### src/lpcs_consts.svh
// Timing constants and rule summary for the LED PWM channel-select block
// Summary of operation
// - Start switching only after supply turn-on indication
// - After full reset, channel A on, B off
// - Line loss starts the debounce timer
// - Completed debounce before turn-off swaps channel next power-up
// - Main gate forced off once debounce elapses
// - Every further qualified off-on toggles channel again
// - Supply below 4.0V resets control, channel A; code only returns to off mode and keeps the selected channel
// - Switch current sense ignored first 750ns
// - Overvoltage stops switching until turn-off then turn-on
// - LED over-current latches gate off until recycle
// - Switch current limit ends pulse, next cycle resumes
// - Below turn-off level main gate is off
// - Second current threshold rests output three cycles
// - Fixed 66 kHz pulses, width from control level
// - Pulse width at most 79 percent of period
// - Every issued pulse at least 250ns long; code ends a pulse at once on a fault, supply drop or debounce end
// - Channel gates stay active below turn-off level
`ifndef LPCS_CONSTS_SVH
`define LPCS_CONSTS_SVH

`define LPCS_CLK_HZ 40000000
`define LPCS_SW_FREQ_HZ 66000
`define LPCS_PERIOD_CYC (`LPCS_CLK_HZ / `LPCS_SW_FREQ_HZ)
`define LPCS_MAX_DUTY_PCT 79
`define LPCS_MAX_ON_CYC ((`LPCS_PERIOD_CYC * `LPCS_MAX_DUTY_PCT) / 100)
`define LPCS_BLANK_NS 750
`define LPCS_BLANK_CYC ((`LPCS_BLANK_NS * (`LPCS_CLK_HZ / 1000000) + 999) / 1000)
`define LPCS_MIN_ON_NS 250
`define LPCS_MIN_ON_CYC ((`LPCS_MIN_ON_NS * (`LPCS_CLK_HZ / 1000000) + 999) / 1000)
`define LPCS_DEBOUNCE_MS 19
`define LPCS_DEBOUNCE_CYC (`LPCS_DEBOUNCE_MS * (`LPCS_CLK_HZ / 1000))
`define LPCS_FOLD_CYCLES 3

`endif

### src/lpcs_pkg.sv
// Types shared by the LED PWM channel-select block
package lpcs_pkg;
  typedef enum logic [1:0] {
    LPCS_OFF = 2'b00,
    LPCS_RUN = 2'b01,
    LPCS_OVP = 2'b10,
    LPCS_OCP = 2'b11
  } lpcs_mode_e;
endpackage

### src/lpcs_top.sv
// LED PWM controller: channel select, PWM generation and protection
`include "lpcs_consts.svh"
`timescale 1ns/10ps
`default_nettype none
module lpcs_top
  import lpcs_pkg::*;
#(
  parameter int DEBOUNCE_CYC = `LPCS_DEBOUNCE_CYC,
  parameter int PERIOD_CYC = `LPCS_PERIOD_CYC,
  parameter int MAX_ON_CYC = `LPCS_MAX_ON_CYC,
  parameter int BLANK_CYC = `LPCS_BLANK_CYC,
  parameter int MIN_ON_CYC = `LPCS_MIN_ON_CYC,
  parameter int FOLD_CYCLES = `LPCS_FOLD_CYCLES
) (
  // Clock, reset, enable
  input wire logic i_clk_sys,
  input wire logic i_reset,
  input wire logic i_ce,
  // Supply comparators (asynchronous)
  input wire logic i_supply_turn_on_level,
  input wire logic i_supply_turn_off_level,
  input wire logic i_supply_overvoltage_protect,
  // Line and sense comparators (asynchronous)
  input wire logic i_line_present,
  input wire logic i_led_current_sense,
  input wire logic i_switch_current_limit,
  input wire logic i_switch_current_fold,
  // Control level: pulse width in clock cycles
  input wire logic [15:0] i_ctrl_level,
  // Gate outputs
  output logic o_main_gate_out,
  output logic o_chan_a_gate,
  output logic o_chan_b_gate
);
  localparam int PW = $clog2(PERIOD_CYC + 1);
  localparam int FW = $clog2(FOLD_CYCLES + 1);

  typedef struct packed {
    lpcs_mode_e mode;
    logic chan_b;
    logic swap_pend;
    logic [PW-1:0] phase;
    logic pulse;
    logic [15:0] width;
    logic [FW-1:0] rest;
    logic deb_seen;
  } lpcs_top_s;

  lpcs_top_s st;
  lpcs_top_s next_st;

  logic [6:0] sync_q;
  logic on_lvl, off_lvl, supply_overvoltage_protect, line, led_oc, cs_lim, cs_fold;
  logic deb_done;

  initial begin
    if (PERIOD_CYC < 4) $error("lpcs_top: PERIOD_CYC too small");
    if (MAX_ON_CYC >= PERIOD_CYC) $error("lpcs_top: MAX_ON_CYC too large");
    if (MIN_ON_CYC > MAX_ON_CYC) $error("lpcs_top: MIN_ON_CYC too large");
    if (BLANK_CYC >= MAX_ON_CYC) $error("lpcs_top: BLANK_CYC too large");
    if (BLANK_CYC < 1) $error("lpcs_top: BLANK_CYC too small");
    if (MIN_ON_CYC < 1) $error("lpcs_top: MIN_ON_CYC too small");
    if (FOLD_CYCLES < 1) $error("lpcs_top: FOLD_CYCLES too small");
  end

  // ---------------------------------------------------------------
  // Input synchronisation
  // ---------------------------------------------------------------
  lpcs_sync #(
    .W(7)
  ) u_sync (
    .i_clk_sys(i_clk_sys),
    .i_reset(i_reset),
    .i_ce(i_ce),
    .i_async({i_supply_turn_on_level, i_supply_turn_off_level,
              i_supply_overvoltage_protect, i_line_present,
              i_led_current_sense, i_switch_current_limit,
              i_switch_current_fold}),
    .o_sync(sync_q)
  );

  assign {on_lvl, off_lvl, supply_overvoltage_protect, line, led_oc, cs_lim, cs_fold} = sync_q;

  // ---------------------------------------------------------------
  // Line-absence debounce
  // ---------------------------------------------------------------
  lpcs_timer #(
    .DEBOUNCE_CYC(DEBOUNCE_CYC)
  ) u_timer (
    .i_clk_sys(i_clk_sys),
    .i_reset(i_reset),
    .i_ce(i_ce),
    .i_line_present(line),
    .i_active(off_lvl),
    .o_done(deb_done)
  );

  // Clamp requested width into the legal on-time window
  function automatic logic [15:0] clamp_width(input logic [15:0] w);
    logic [15:0] r;
    r = w;
    if (r > 16'(MAX_ON_CYC)) begin
      r = 16'(MAX_ON_CYC);
    end
    if (r < 16'(MIN_ON_CYC)) begin
      r = 16'(MIN_ON_CYC);
    end
    return r;
  endfunction

  // Last cycle of a switching period
  function automatic logic is_period_end(input logic [PW-1:0] ph);
    return ph == PW'(PERIOD_CYC - 1);
  endfunction

  // Pulse has run n cycles, counting the register delay of the gate
  function automatic logic ran_cycles(input logic [PW-1:0] ph,
                                      input int n);
    return int'(ph) >= n - 1;
  endfunction

  // ---------------------------------------------------------------
  // Pulse end causes
  // ---------------------------------------------------------------
  logic period_end;
  logic blank_over;
  logic min_on_over;
  logic fold_trip;
  logic limit_trip;
  logic width_done;

  assign period_end = is_period_end(st.phase);
  // Switch current comparators are ignored until blanking has run out
  assign blank_over = ran_cycles(st.phase, BLANK_CYC);
  assign min_on_over = ran_cycles(st.phase, MIN_ON_CYC);
  assign fold_trip = st.pulse && blank_over && cs_fold;
  assign limit_trip = st.pulse && blank_over && min_on_over
                      && cs_lim;
  // Width is never zero here: the clamp keeps it at MIN_ON_CYC or more
  assign width_done = st.pulse
                      && (16'(st.phase) >= st.width - 16'h0001);

  // ---------------------------------------------------------------
  // Control state
  // ---------------------------------------------------------------
  always_comb begin
    next_st = st;
    // Free-running switching period
    if (period_end) begin
      next_st.phase = '0;
    end else begin
      next_st.phase = st.phase + PW'(1);
    end

    // Debounce completion arms a channel swap once per line loss
    if (deb_done && !st.deb_seen) begin
      next_st.swap_pend = 1'b1;
      next_st.deb_seen = 1'b1;
    end
    if (line) begin
      next_st.deb_seen = 1'b0;
    end

    unique case (st.mode)
      LPCS_OFF: begin
        // Swap applies on the next turn-on, outputs kept meanwhile
        if (on_lvl && !supply_overvoltage_protect) begin
          next_st.mode = LPCS_RUN;
          next_st.phase = '0;
          if (st.swap_pend) begin
            next_st.chan_b = !st.chan_b;
            next_st.swap_pend = 1'b0;
          end
        end
      end
      LPCS_RUN: begin
        if (!off_lvl) begin
          next_st.mode = LPCS_OFF;
        end else if (supply_overvoltage_protect) begin
          next_st.mode = LPCS_OVP;
        end else if (led_oc) begin
          next_st.mode = LPCS_OCP;
        end
      end
      LPCS_OVP, LPCS_OCP: begin
        // Latched until supply drops below turn-off
        if (!off_lvl) begin
          next_st.mode = LPCS_OFF;
        end
      end
    endcase

    // Pulse generation
    if (next_st.mode != LPCS_RUN || deb_done) begin
      next_st.pulse = 1'b0;
      next_st.rest = '0;
    end else if (period_end) begin
      if (st.rest != '0) begin
        next_st.rest = st.rest - FW'(1);
        next_st.pulse = 1'b0;
      end else begin
        next_st.pulse = 1'b1;
        next_st.width = clamp_width(i_ctrl_level);
      end
    end else if (fold_trip) begin
      next_st.pulse = 1'b0;
      next_st.rest = FW'(FOLD_CYCLES);
    end else if (limit_trip) begin
      next_st.pulse = 1'b0;
    end else if (width_done) begin
      next_st.pulse = 1'b0;
    end
  end

  always_ff @(posedge i_clk_sys) begin
    if (i_reset) begin
      st <= '0;
    end else if (i_ce) begin
      st <= next_st;
    end
  end

  // ---------------------------------------------------------------
  // Outputs
  // ---------------------------------------------------------------
  // Channel gates independent of mode, so they stay up below turn-off
  assign o_chan_a_gate = !st.chan_b;
  assign o_chan_b_gate = st.chan_b;
  assign o_main_gate_out = st.pulse;
endmodule
`default_nettype wire

### src/lpcs_sync.sv
// Three-stage synchroniser with agreement filter for comparator inputs
`timescale 1ns/10ps
`default_nettype none
module lpcs_sync #(
  parameter int W = 7
) (
  // Clock and control
  input wire logic i_clk_sys,
  input wire logic i_reset,
  input wire logic i_ce,
  // Data
  input wire logic [W-1:0] i_async,
  output logic [W-1:0] o_sync
);
  typedef struct packed {
    logic [W-1:0] s1;
    logic [W-1:0] s2;
    logic [W-1:0] s3;
    logic [W-1:0] q;
  } lpcs_sync_s;

  lpcs_sync_s st;
  lpcs_sync_s next_st;

  initial begin
    if (W < 1) $error("lpcs_sync: W must be positive");
  end

  always_comb begin
    next_st = st;
    next_st.s1 = i_async;
    next_st.s2 = st.s1;
    next_st.s3 = st.s2;
    // Change accepted only when stages two and three agree
    for (int i = 0; i < W; i++) begin
      if (st.s2[i] == st.s3[i]) begin
        next_st.q[i] = st.s3[i];
      end
    end
  end

  always_ff @(posedge i_clk_sys) begin
    if (i_reset) begin
      st <= '0;
    end else if (i_ce) begin
      st <= next_st;
    end
  end

  assign o_sync = st.q;
endmodule
`default_nettype wire

### src/lpcs_timer.sv
// Line-absence debounce timer
`timescale 1ns/10ps
`default_nettype none
module lpcs_timer #(
  parameter int DEBOUNCE_CYC = 760000
) (
  // Clock and control
  input wire logic i_clk_sys,
  input wire logic i_reset,
  input wire logic i_ce,
  // Line state
  input wire logic i_line_present,
  input wire logic i_active,
  // Result
  output logic o_done
);
  localparam int CW = $clog2(DEBOUNCE_CYC + 1);

  typedef struct packed {
    logic [CW-1:0] cnt;
    logic done;
  } lpcs_timer_s;

  lpcs_timer_s st;
  lpcs_timer_s next_st;

  initial begin
    if (DEBOUNCE_CYC < 2) $error("lpcs_timer: DEBOUNCE_CYC too small");
  end

  always_comb begin
    next_st = st;
    if (i_line_present || !i_active) begin
      next_st.cnt = '0;
      next_st.done = 1'b0;
    end else if (!st.done) begin
      // Counts only while line is absent and supply held
      if (st.cnt == CW'(DEBOUNCE_CYC - 1)) begin
        next_st.done = 1'b1;
      end else begin
        next_st.cnt = st.cnt + CW'(1);
      end
    end
  end

  always_ff @(posedge i_clk_sys) begin
    if (i_reset) begin
      st <= '0;
    end else if (i_ce) begin
      st <= next_st;
    end
  end

  assign o_done = st.done;
endmodule
`default_nettype wire

### config.mk
export PLATFORM = sky130hd
export DESIGN_NAME = lpcs_top
export DESIGN_NICKNAME = d
export VERILOG_FILES = /design/src/lpcs_pkg.sv /design/src/lpcs_top.sv /design/src/lpcs_sync.sv /design/src/lpcs_timer.sv
export VERILOG_INCLUDE_DIRS = /design/src
export SDC_FILE = /design/constraint.sdc
export NUM_CORES = 1
export LEC_CHECK = 0
export BUFFER_PORTS_ARGS = -buffer_cell sky130_fd_sc_hd__buf_2
export CORE_ASPECT_RATIO = 2
export CORE_MARGIN = 2
export CORE_UTILIZATION = 47
export DETAILED_ROUTE_END_ITERATION = 6
export RECOVER_POWER = 25
export SLEW_MARGIN = 20
export SYNTH_ARGS = -nofsm -noshare
export SYNTH_HDL_FRONTEND = slang
export SYNTH_SLANG_ARGS = --single-unit
export TNS_END_PERCENT = 5
### constraint.sdc
create_clock -name i_clk_sys -period 2.51 [get_ports i_clk_sys]
set_input_delay 0.1255 -clock i_clk_sys [delete_from_list [all_inputs] [get_ports i_clk_sys]]
set_output_delay 0.1255 -clock i_clk_sys [all_outputs]
set_load 0.005 [all_outputs]
# Yosys cells after proc, flatten, opt, wreduce, memory -nomap -nowiden
# Cells that the tools add are included.
# op_classes
addsub,4
n_lt_le_gt_ge,5
n_eq_ne,16
mux,31
bitwise_logic,2
n_reduce_logical,32
# ops
operator,count
$mux 16,5
$mux 21,2
$add 20x1->20 const B,1
$eq 20x20->1 const B,1
$mux 20,1
$mux 2,9
$reduce_and 2->1,9
$ge 10x16->1,1
$gt 16x9->1 const B,1
$lt 16x4->1 const B,1
$sub 16x1->16 const B,1
$mux 14,1
$mux 11,1
$add 10x1->10 const B,1
$eq 10x10->1 const B,1
$ge 10x4->1 const B,1
$ge 10x5->1 const B,1
$mux 1,10
$mux 10,1
$reduce_and 4->1,2
$eq 1x1->1,7
$logic_and 1x1->1,7
$pmux 2 s3,1
$reduce_and 3->1,2
14 further kinds,22
# totals
reg_bits,83
word_cells,110

# Longest topological paths before layout
# Gate-level depths: netlist (run 1).
# logic_depth
word_depth,11
depth_mapped,12
ltp_nobuf,12

# By module
# Synthesis (run 1) repeated with hierarchy kept, for this count alone.
# unflattened
hier_cells,494
area_unflattened_um2,4456.8
# modules_own_cells
module,instances,cells_each,area_each_um2
lpcs_top,1,227,2013.2
lpcs_timer,1,148,1233.7
lpcs_sync,1,119,1209.9

# Worst setup path after synthesis (run 1)
# Ideal clock, no wire load.
# synth_path
path_type,reg-to-reg
startpoint,register st[8] (netlist bit)
endpoint,"register st, in the netlist o_main_gate_out"
setup_time_ps,116
arrival_ps,2114
required_time_ps,2394
slack_ps,280
path_stages_with_launch,11
path_buffers,0
cell_sequence,dfxtp_1 or3_1 nand4b_1 xnor2_1 ha_1 nand4_1 a21oi_1 a21oi_1 nor4b_1 nand4_1 a31o_2
# synth_via
elab_chain_cells,5
# synth_lines
element,line_no,source
from (decl),lpcs_top.sv:49,lpcs_top_s st;
from (signal assigned),lpcs_top.sv:219,st <= next_st;
$sub 16x1->16,lpcs_top.sv:141,&& (16'(st.phase) >= st.width - 16'h0001);
$ge 10x16->1,lpcs_top.sv:141,
$logic_and 1x1->1,lpcs_top.sv:141,
$reduce_bool 5->1 (no source line),n/a,
$reduce_and 2->1 (no source line),n/a,
# Every way passes these cells.
# A chain may end at the register's enable or synchronous reset.

# Worst setup path after layout (run 1)
# layout_path
startpoint,register st[5] (netlist bit)
endpoint,"register st, in the netlist o_main_gate_out"
# Same word-level chain as after synthesis.

==> key figures, run 1 <==
Synth
  – Asr flop ratio synth: 0%
  – Number of flops mapped to enable cells by yosys: 0
  – Netlist cell types: 54
  – Syn_nets: 512
  – Syn Inst Count: 470
  – Area contributors post-synth: dfxtp_1 41%, nor2_1 6.0%, mux2i_1 5.9%
  – Avg Inst Size Synth: 8.665 um^2
  – Most common cell in the synthesized netlist: dfxtp_1
  – Synthesized cell area: 4073 um^2
  – Ys Warns: 0
  – Yosys top cell area share: roughly two fifths
  – Seq/Total Area, Yosys: 40.80%
  – Area leader, netlist: dfxtp_1
  – Synth Flop Type: dfxtp_1
  – Post-synth top cells: 83 x dfxtp_1, 65 x nor2_1, 32 x nand2_1
  – Yosys reg bits: 83

Power
  – Pleak: just under 2 nW
  – Peak supply drop: 0.4415 mV
  – Power per Cell Area: 623.9 nW/um^2
  – Final Power: 2.949 mW

Setup path
  – Worst R2R Setup Slack: 0.16 ns
  – CP endpoint kind: flip-flop
  – Reg2reg start: st[5]$_SDFFE_PP0P_
  – WP data arrival: 2.58 ns
  – Worst setup startpoint: st[5]$_SDFFE_PP0P_
  – Critical path start-end classification: flip-flop to flip-flop
  – Required time worst endpoint: ~2.7 ns
  – Worst setup SP type: flip-flop
  – CP Max Fanout: 4

STA
  – RSZ-0062 raised after global routing: yes
  – Worst rel slew slack: 34.19%
  – Slew @ Worst Pin: 0.9871 ns
  – Slew Viols, Final: 0
  – Worst hold slack: 0.02137 ns
  – Final Hold Viols: 0
  – Maximum clock rate: between 400 and 500 MHz
  – Setup TNS: 0 ns
  – Final setup viols: 0
  – Part of the cycle the worst path needs: 93.75%
  – Final min period: 2.353 ns
  – Layout Skew: 0.009642 ns

Routing
  – Remaining DRCs: 0
  – Vias/cell: about 5.6
  – First drt pass iteration count: 4
  – Post-Route WL: about 9.4 mm
  – Post-DRT Antenna Nets: 0
  – Average routed wire per standard cell: 15.48 um
  – DRT iter0 DRCs: 149
  – Vias: ~3,400

Die
  – I/O pin count: 29
  – DIE WIDTH: ~70 um
  – Height of the die: 135.6 um
  – # rows: 48
  – Die ar.: 9471 um^2
  – Core region area: 8528 um^2
  – Initial Util: around 48%

Global routing
  – Initial antenna violation count: 0
  – Met1 GRT Util: 20.52%
  – Global Route Usage Sum: 20.73%
  – Grt total ovfl: 0
  – Met3 usage: under 10%
  – First-pass GRT wire length: 15.48 mm
  – Number of global-route vias before repair: 3,338
  – M2 GR Usage: 39.37%
  – Largest net degree at the start of global routing: 48
  – GRT Max-Usage Layer: met2

Placed design
  – RD Place Congestion: 0.9233
  – IO Port Bufs: 28
  – DP HPWL: 7.076 mm

Clocking
  – Skew-Pair Late Insertion Delay: 0.34 ns
  – Root buffer selected by CTS: clkbuf_16
  – CTS Hold Bufs: 0
  – CTS sink cnt: 83
  – Reg clk slew, reported paths: 0.07 ns
  – H-tree depth: 3
  – CTS tree: done
  – CTS Buffer Depth: 2
  – Total CTS buffers: 9

Layout
  – Final Util: between 50% and 60%
  – Fin nets: roughly 550
  – ANT cells: 0
  – Synthesis-to-finish area growth: 16.07%
  – Layout cell share with drive strength beyond 1: 14.15%

Job
  – Max cap viols: 0

Status
  – Status: finished clean

Worst hold path
  – Hold crit path type: input pin to flip-flop
  – Min-delay src: i_supply_overvoltage_protect
-- per-stage QoR --
stage,std cells,cell area (um^2),setup WS (ns)
5_1_grt,609,4727,-0.01034
4_1_cts,609,4691,0.04474
6_report,609,4727,0.1569
3_5_place_dp,593,4359,0.06761
3_3_place_gp,593,4359,0.1522
2_1_floorplan,470,4073,0.2799
-- cell usage in the layout (no fill, tap or decap), drive strengths merged, types with 4 or more instances in the layout --
master	instances
nor3	16
nand2b	9
nor2	65
or3	4
o21a	8
and2	9
inv	20
a21o	9
nand2	32
nand4	10
clkbuf	13
or4	5
xor2	15
mux2i	24
buf	35
ha	16
o21ai	21
xnor2	16
dfxtp	83
and3	9
nand3	12
a21oi	31
nor4	5
-- worst max-delay path, stage by stage (launching register included) --
cell     delay, ns
dfxtp_1       0.33
buf_4         0.16
nor2_1        0.16
nand2_1       0.13
nor3_2        0.17
xnor2_1       0.14
ha_1          0.29
nand4_1       0.11
a21oi_2       0.12
a21oi_1       0.09
nor4b_2       0.21
nand4_1       0.11
a31o_2        0.23
-- state kept, by name (all words and copies together), names as in the netlist --
signal and flops:
o_chan_b_gate 1, o_main_gate_out 1, st 32, u_sync.next_st 14, u_sync.o_sync 7, u_sync.st 7
u_timer.o_done 1, u_timer.st 20
-- metal layers --
| metal | vias up | part of all wire (%) |
|---|---|---|
| met5 | - | 0 |
| met4 | 0 | 4.7 |
| met3 | 36 | 2.0 |
| met2 | 61 | 56 |
| met1 | 1610 | 37 |
| li1 | 1717 | - |
-- what timing repair did --
item,in CTS,in global routing
endpoints found under the setup margin,0,1
resized for setup,0,11
setup buffers,0,0
-- logic make-up after synthesis --
family / count (synthesis) / share of synthesized area (%)
AOI/OAI and AO/OA: 91 / 14.38
xor gates and xnor gates: 31 / 6.667
adders and majority gates: 16 / 4.915
buffers and inverters: 32 / 2.980
DFF: 83 / 40.80
muxes: 24 / 5.899
and+or+nand+nor: 193 / 24.36
-- worst paths after layout --
| kind | to | cells after the start |
|---|---|---|
| max | o_main_gate_out$_SDFFE_PP0P_ | 12 |
| min | u_sync.next_st[18]$_SDFFE_PP0P_ | 3 |
| max reg2reg | o_main_gate_out$_SDFFE_PP0P_ | 12 |
| min reg2reg | u_sync.o_sync[3]$_SDFFE_PP0P_ | 2 |
-- layout make-up --
class / instances / area (um^2)
clock buffer: 9 / 225.2
clock inverter: 7 / 106.4
multi-input combinational: 355 / 2331
tap: 100 / 125.1
timing repair buffer: 39 / 216.5
inverter: 16 / 60.06
sequential: 83 / 1663
fill: 847 / 3801
-- where the power goes --
part           internal, mW  total [mW]  switching, mW
registers              1.34        1.35         0.0160
logic                0.0590       0.139         0.0795
clock network         0.891        1.46          0.568
total                  2.29        2.95          0.664
Note: power is estimated with default switching activity, not from simulation.
==> run 2: changes to the inputs <==
RECOVER_POWER = 50   (was 25)
==> run 2 against run 1 <==
  * Non-clock buffer count stayed put
  * Sequential share of layout area hardly changed
  * Clock-buffer cell count stayed put
  * Final cell count stayed put
  * Critical endpoint unchanged
  * Largest power group unchanged
==> key figures, run 2 (same netlist as run 1, synthesis figures left out) <==
Power
  – Switching share of power: 22.51%
  – Internal: 2.284 mW
  – Peak supply drop: ~0.44 mV
  – Sequential Power Share: 45.9%
  – Clock share of power: roughly half
  – Net switching power figure: 0.6635 mW
  – Combinational power share: 4.7%
  – Power per Cell Area: 624.4 nW/um^2
  – Pleak: 1.984 nW

Setup path
  – CP max stage cell: dfxtp_1
  – CP Max Fanout: 4
  – Critical-path cell list: buf_4, nor2_1, nand2_1, nor3_2, xnor2_1, ha_1, nand4_1, a21oi_2, a21oi_1, nor4b_2, nand4_1, a31o_2
  – Reg2reg start: st[5]$_SDFFE_PP0P_
  – Required time worst endpoint: 2.73 ns
  – CP endpoint kind: flip-flop
  – Critical path start-end classification: flip-flop to flip-flop
  – Worst R2R Setup Slack: about 0.16 ns
  – Buffers plus inverters on the worst setup path: 1
  – WP data arrival: roughly 2.6 ns
  – FF-to-FF path depth: 12
  – Crit path max-delay family: simple AND/OR/NAND/NOR gates
  – R2r endpoint: o_main_gate_out$_SDFFE_PP0P_
  – Worst setup SP type: flip-flop
  – CP dominant cell by count: nand4_1
  – CP max stage delay: 0.33 ns

Placed design
  – IO Port Bufs: 28
  – Placed cell count: slightly below 600
  – DP HPWL: 7.076 mm
  – RD Place Congestion: 0.9233

Die
  – Height of the die: 135.6 um
  – Die ar.: 9471 um^2
  – Core region area: 8528 um^2
  – DIE WIDTH: ~70 um
  – # rows: between 40 and 50
  – I/O pin count: 29
  – Initial Util: between 40% and 50%

Layout
  – Commonest non-fill, non-tap cell in the layout: dfxtp_1
  – Fin nets: 546
  – Synthesis-to-finish area growth: 15.91%
  – Final Util: roughly 55%
  – ANT cells: 0
  – Layout cell share with drive strength beyond 1: around 14%
  – Non-filler instance count after layout: slightly above 600
  – Max reg flops: 32
  – Most frequent cells in the layout: 82 x dfxtp_1, 65 x nor2_1, 31 x nand2_1, 30 x a21oi_1, 25 x buf_2
  – Largest Register: st

Clocking
  – CTS Hold Bufs: 0
  – Reg clk slew, reported paths: 0.07 ns
  – Total CTS buffers: 9
  – Post-CTS Setup Bufs: 0
  – H-tree depth: 3
  – Post-cts gate resize count: 0
  – Skew-Pair Late Insertion Delay: 0.34 ns
  – CTS Buffer Depth: 2
  – CTS tree: done
  – Root buffer selected by CTS: clkbuf_16
  – CTS sink cnt: 83

Routing
  – Post-DRT Antenna Nets: 0
  – Met2 WL: 5.305 mm
  – Post-Route WL: 9.422 mm
  – First drt pass iteration count: 4
  – Average routed wire per standard cell: about 15 um
  – DRT iter0 DRCs: about 140
  – Remaining DRCs: 0
  – Highest routing layer actually used: met4
  – Vias: 3,415
  – Met3 wire len: 179 um
  – Vias/cell: 5.608
  – Met1 Wirelength: 3.494 mm

STA
  – Layout Skew: 0.009642 ns
  – Final Hold Viols: 0
  – Part of the cycle the worst path needs: 93.73%
  – Final min period: 2.353 ns
  – Slew Viols, Final: 0
  – Worst rel slew slack: 34.19%
  – Maximum clock rate: 425.1 MHz
  – Slew @ Worst Pin: approximately 1 ns
  – Final setup viols: 0
  – RSZ-0062 raised after global routing: yes

Worst hold path
  – Worst Hold Depth: 3
  – Min-delay src: i_supply_overvoltage_protect
  – WHS Endpoint: u_sync.next_st[18]$_SDFFE_PP0P_
  – Hold crit path type: input pin to flip-flop

Global routing
  – Global Route Usage Sum: 20.73%
  – Number of global-route vias before repair: 3,338
  – First-pass GRT wire length: 15.48 mm
  – Largest net degree at the start of global routing: 48
  – Initial antenna violation count: 0
  – Grt total ovfl: 0

Status
  – Status: finished clean

Job
  – Max cap viols: 0
-- run 2: power by group through the flow --
stage | Clock, mW | Sequential (mW) | Combinational [mW]
final | 1.46 | 1.35 | 0.137
after global routing | 1.53 | 1.35 | 0.154
after CTS | 1.49 | 1.35 | 0.140
after detailed placement | 0 | 1.38 | 0.139
after global placement | 0 | 1.38 | 0.137
after floorplan | 0 | 1.38 | 0.0918
-- run 2: worst max path at each step --
stage	end	cells past startpoint	from	slack [ns]
after CTS	o_main_gate_out$_SDFFE_PP0P_	11	st[6]$_SDFFE_PP0P_	0.04
after floorplan	o_main_gate_out$_SDFFE_PP0P_	10	st[8]$_SDFFE_PP0P_	0.28
after global placement	o_main_gate_out$_SDFFE_PP0P_	11	st[6]$_SDFFE_PP0P_	0.15
after detailed placement	o_main_gate_out$_SDFFE_PP0P_	11	st[6]$_SDFFE_PP0P_	0.07
after global routing	o_main_gate_out$_SDFFE_PP0P_	10	st[9]$_SDFFE_PP0P_	-0.01
final	o_main_gate_out$_SDFFE_PP0P_	12	st[5]$_SDFFE_PP0P_	0.16
-- run 2: stage by stage --
stage	hold WS, ns	power (mW)	cell area, um^2	TNS [ns]	setup WS (ns)
floorplan	0.2493	1.468	4073	0	0.2799
global placement	0.3604	1.517	4359	0	0.1522
detailed placement	0.3689	1.521	4359	0	0.06761
CTS	0.01460	2.980	4691	0	0.04474
global route	0.03129	3.039	4721	-0.01034	-0.01034
finish	0.02142	2.948	4721	0	0.1574
-- run 2: cell type report --
| cell class | instances | area [um^2] |
|---|---|---|
| Timing Repair Buffer | 39 | 210.2 |
| Sequential cell | 83 | 1663 |
| Fill cell | 848 | 3807 |
| Multi-Input combinational cell | 355 | 2331 |
| Clock inverter | 7 | 106.4 |
| Tap cell | 100 | 125.1 |
| Clock buffer | 9 | 225.2 |
| Inverter | 16 | 60.06 |
-- run 2: tightest hold or removal path, stage by stage --
cell and delay [ns]:
buf_2 0.08, mux2i_1 0.05, nor2_1 0.07
-- run 2: layer usage --
metal	up-vias	global-route usage (%)
met1	1603	20.52
met3	36	3.125
met5	-	0
met2	59	39.37
met4	0	12.82
li1	1717	-
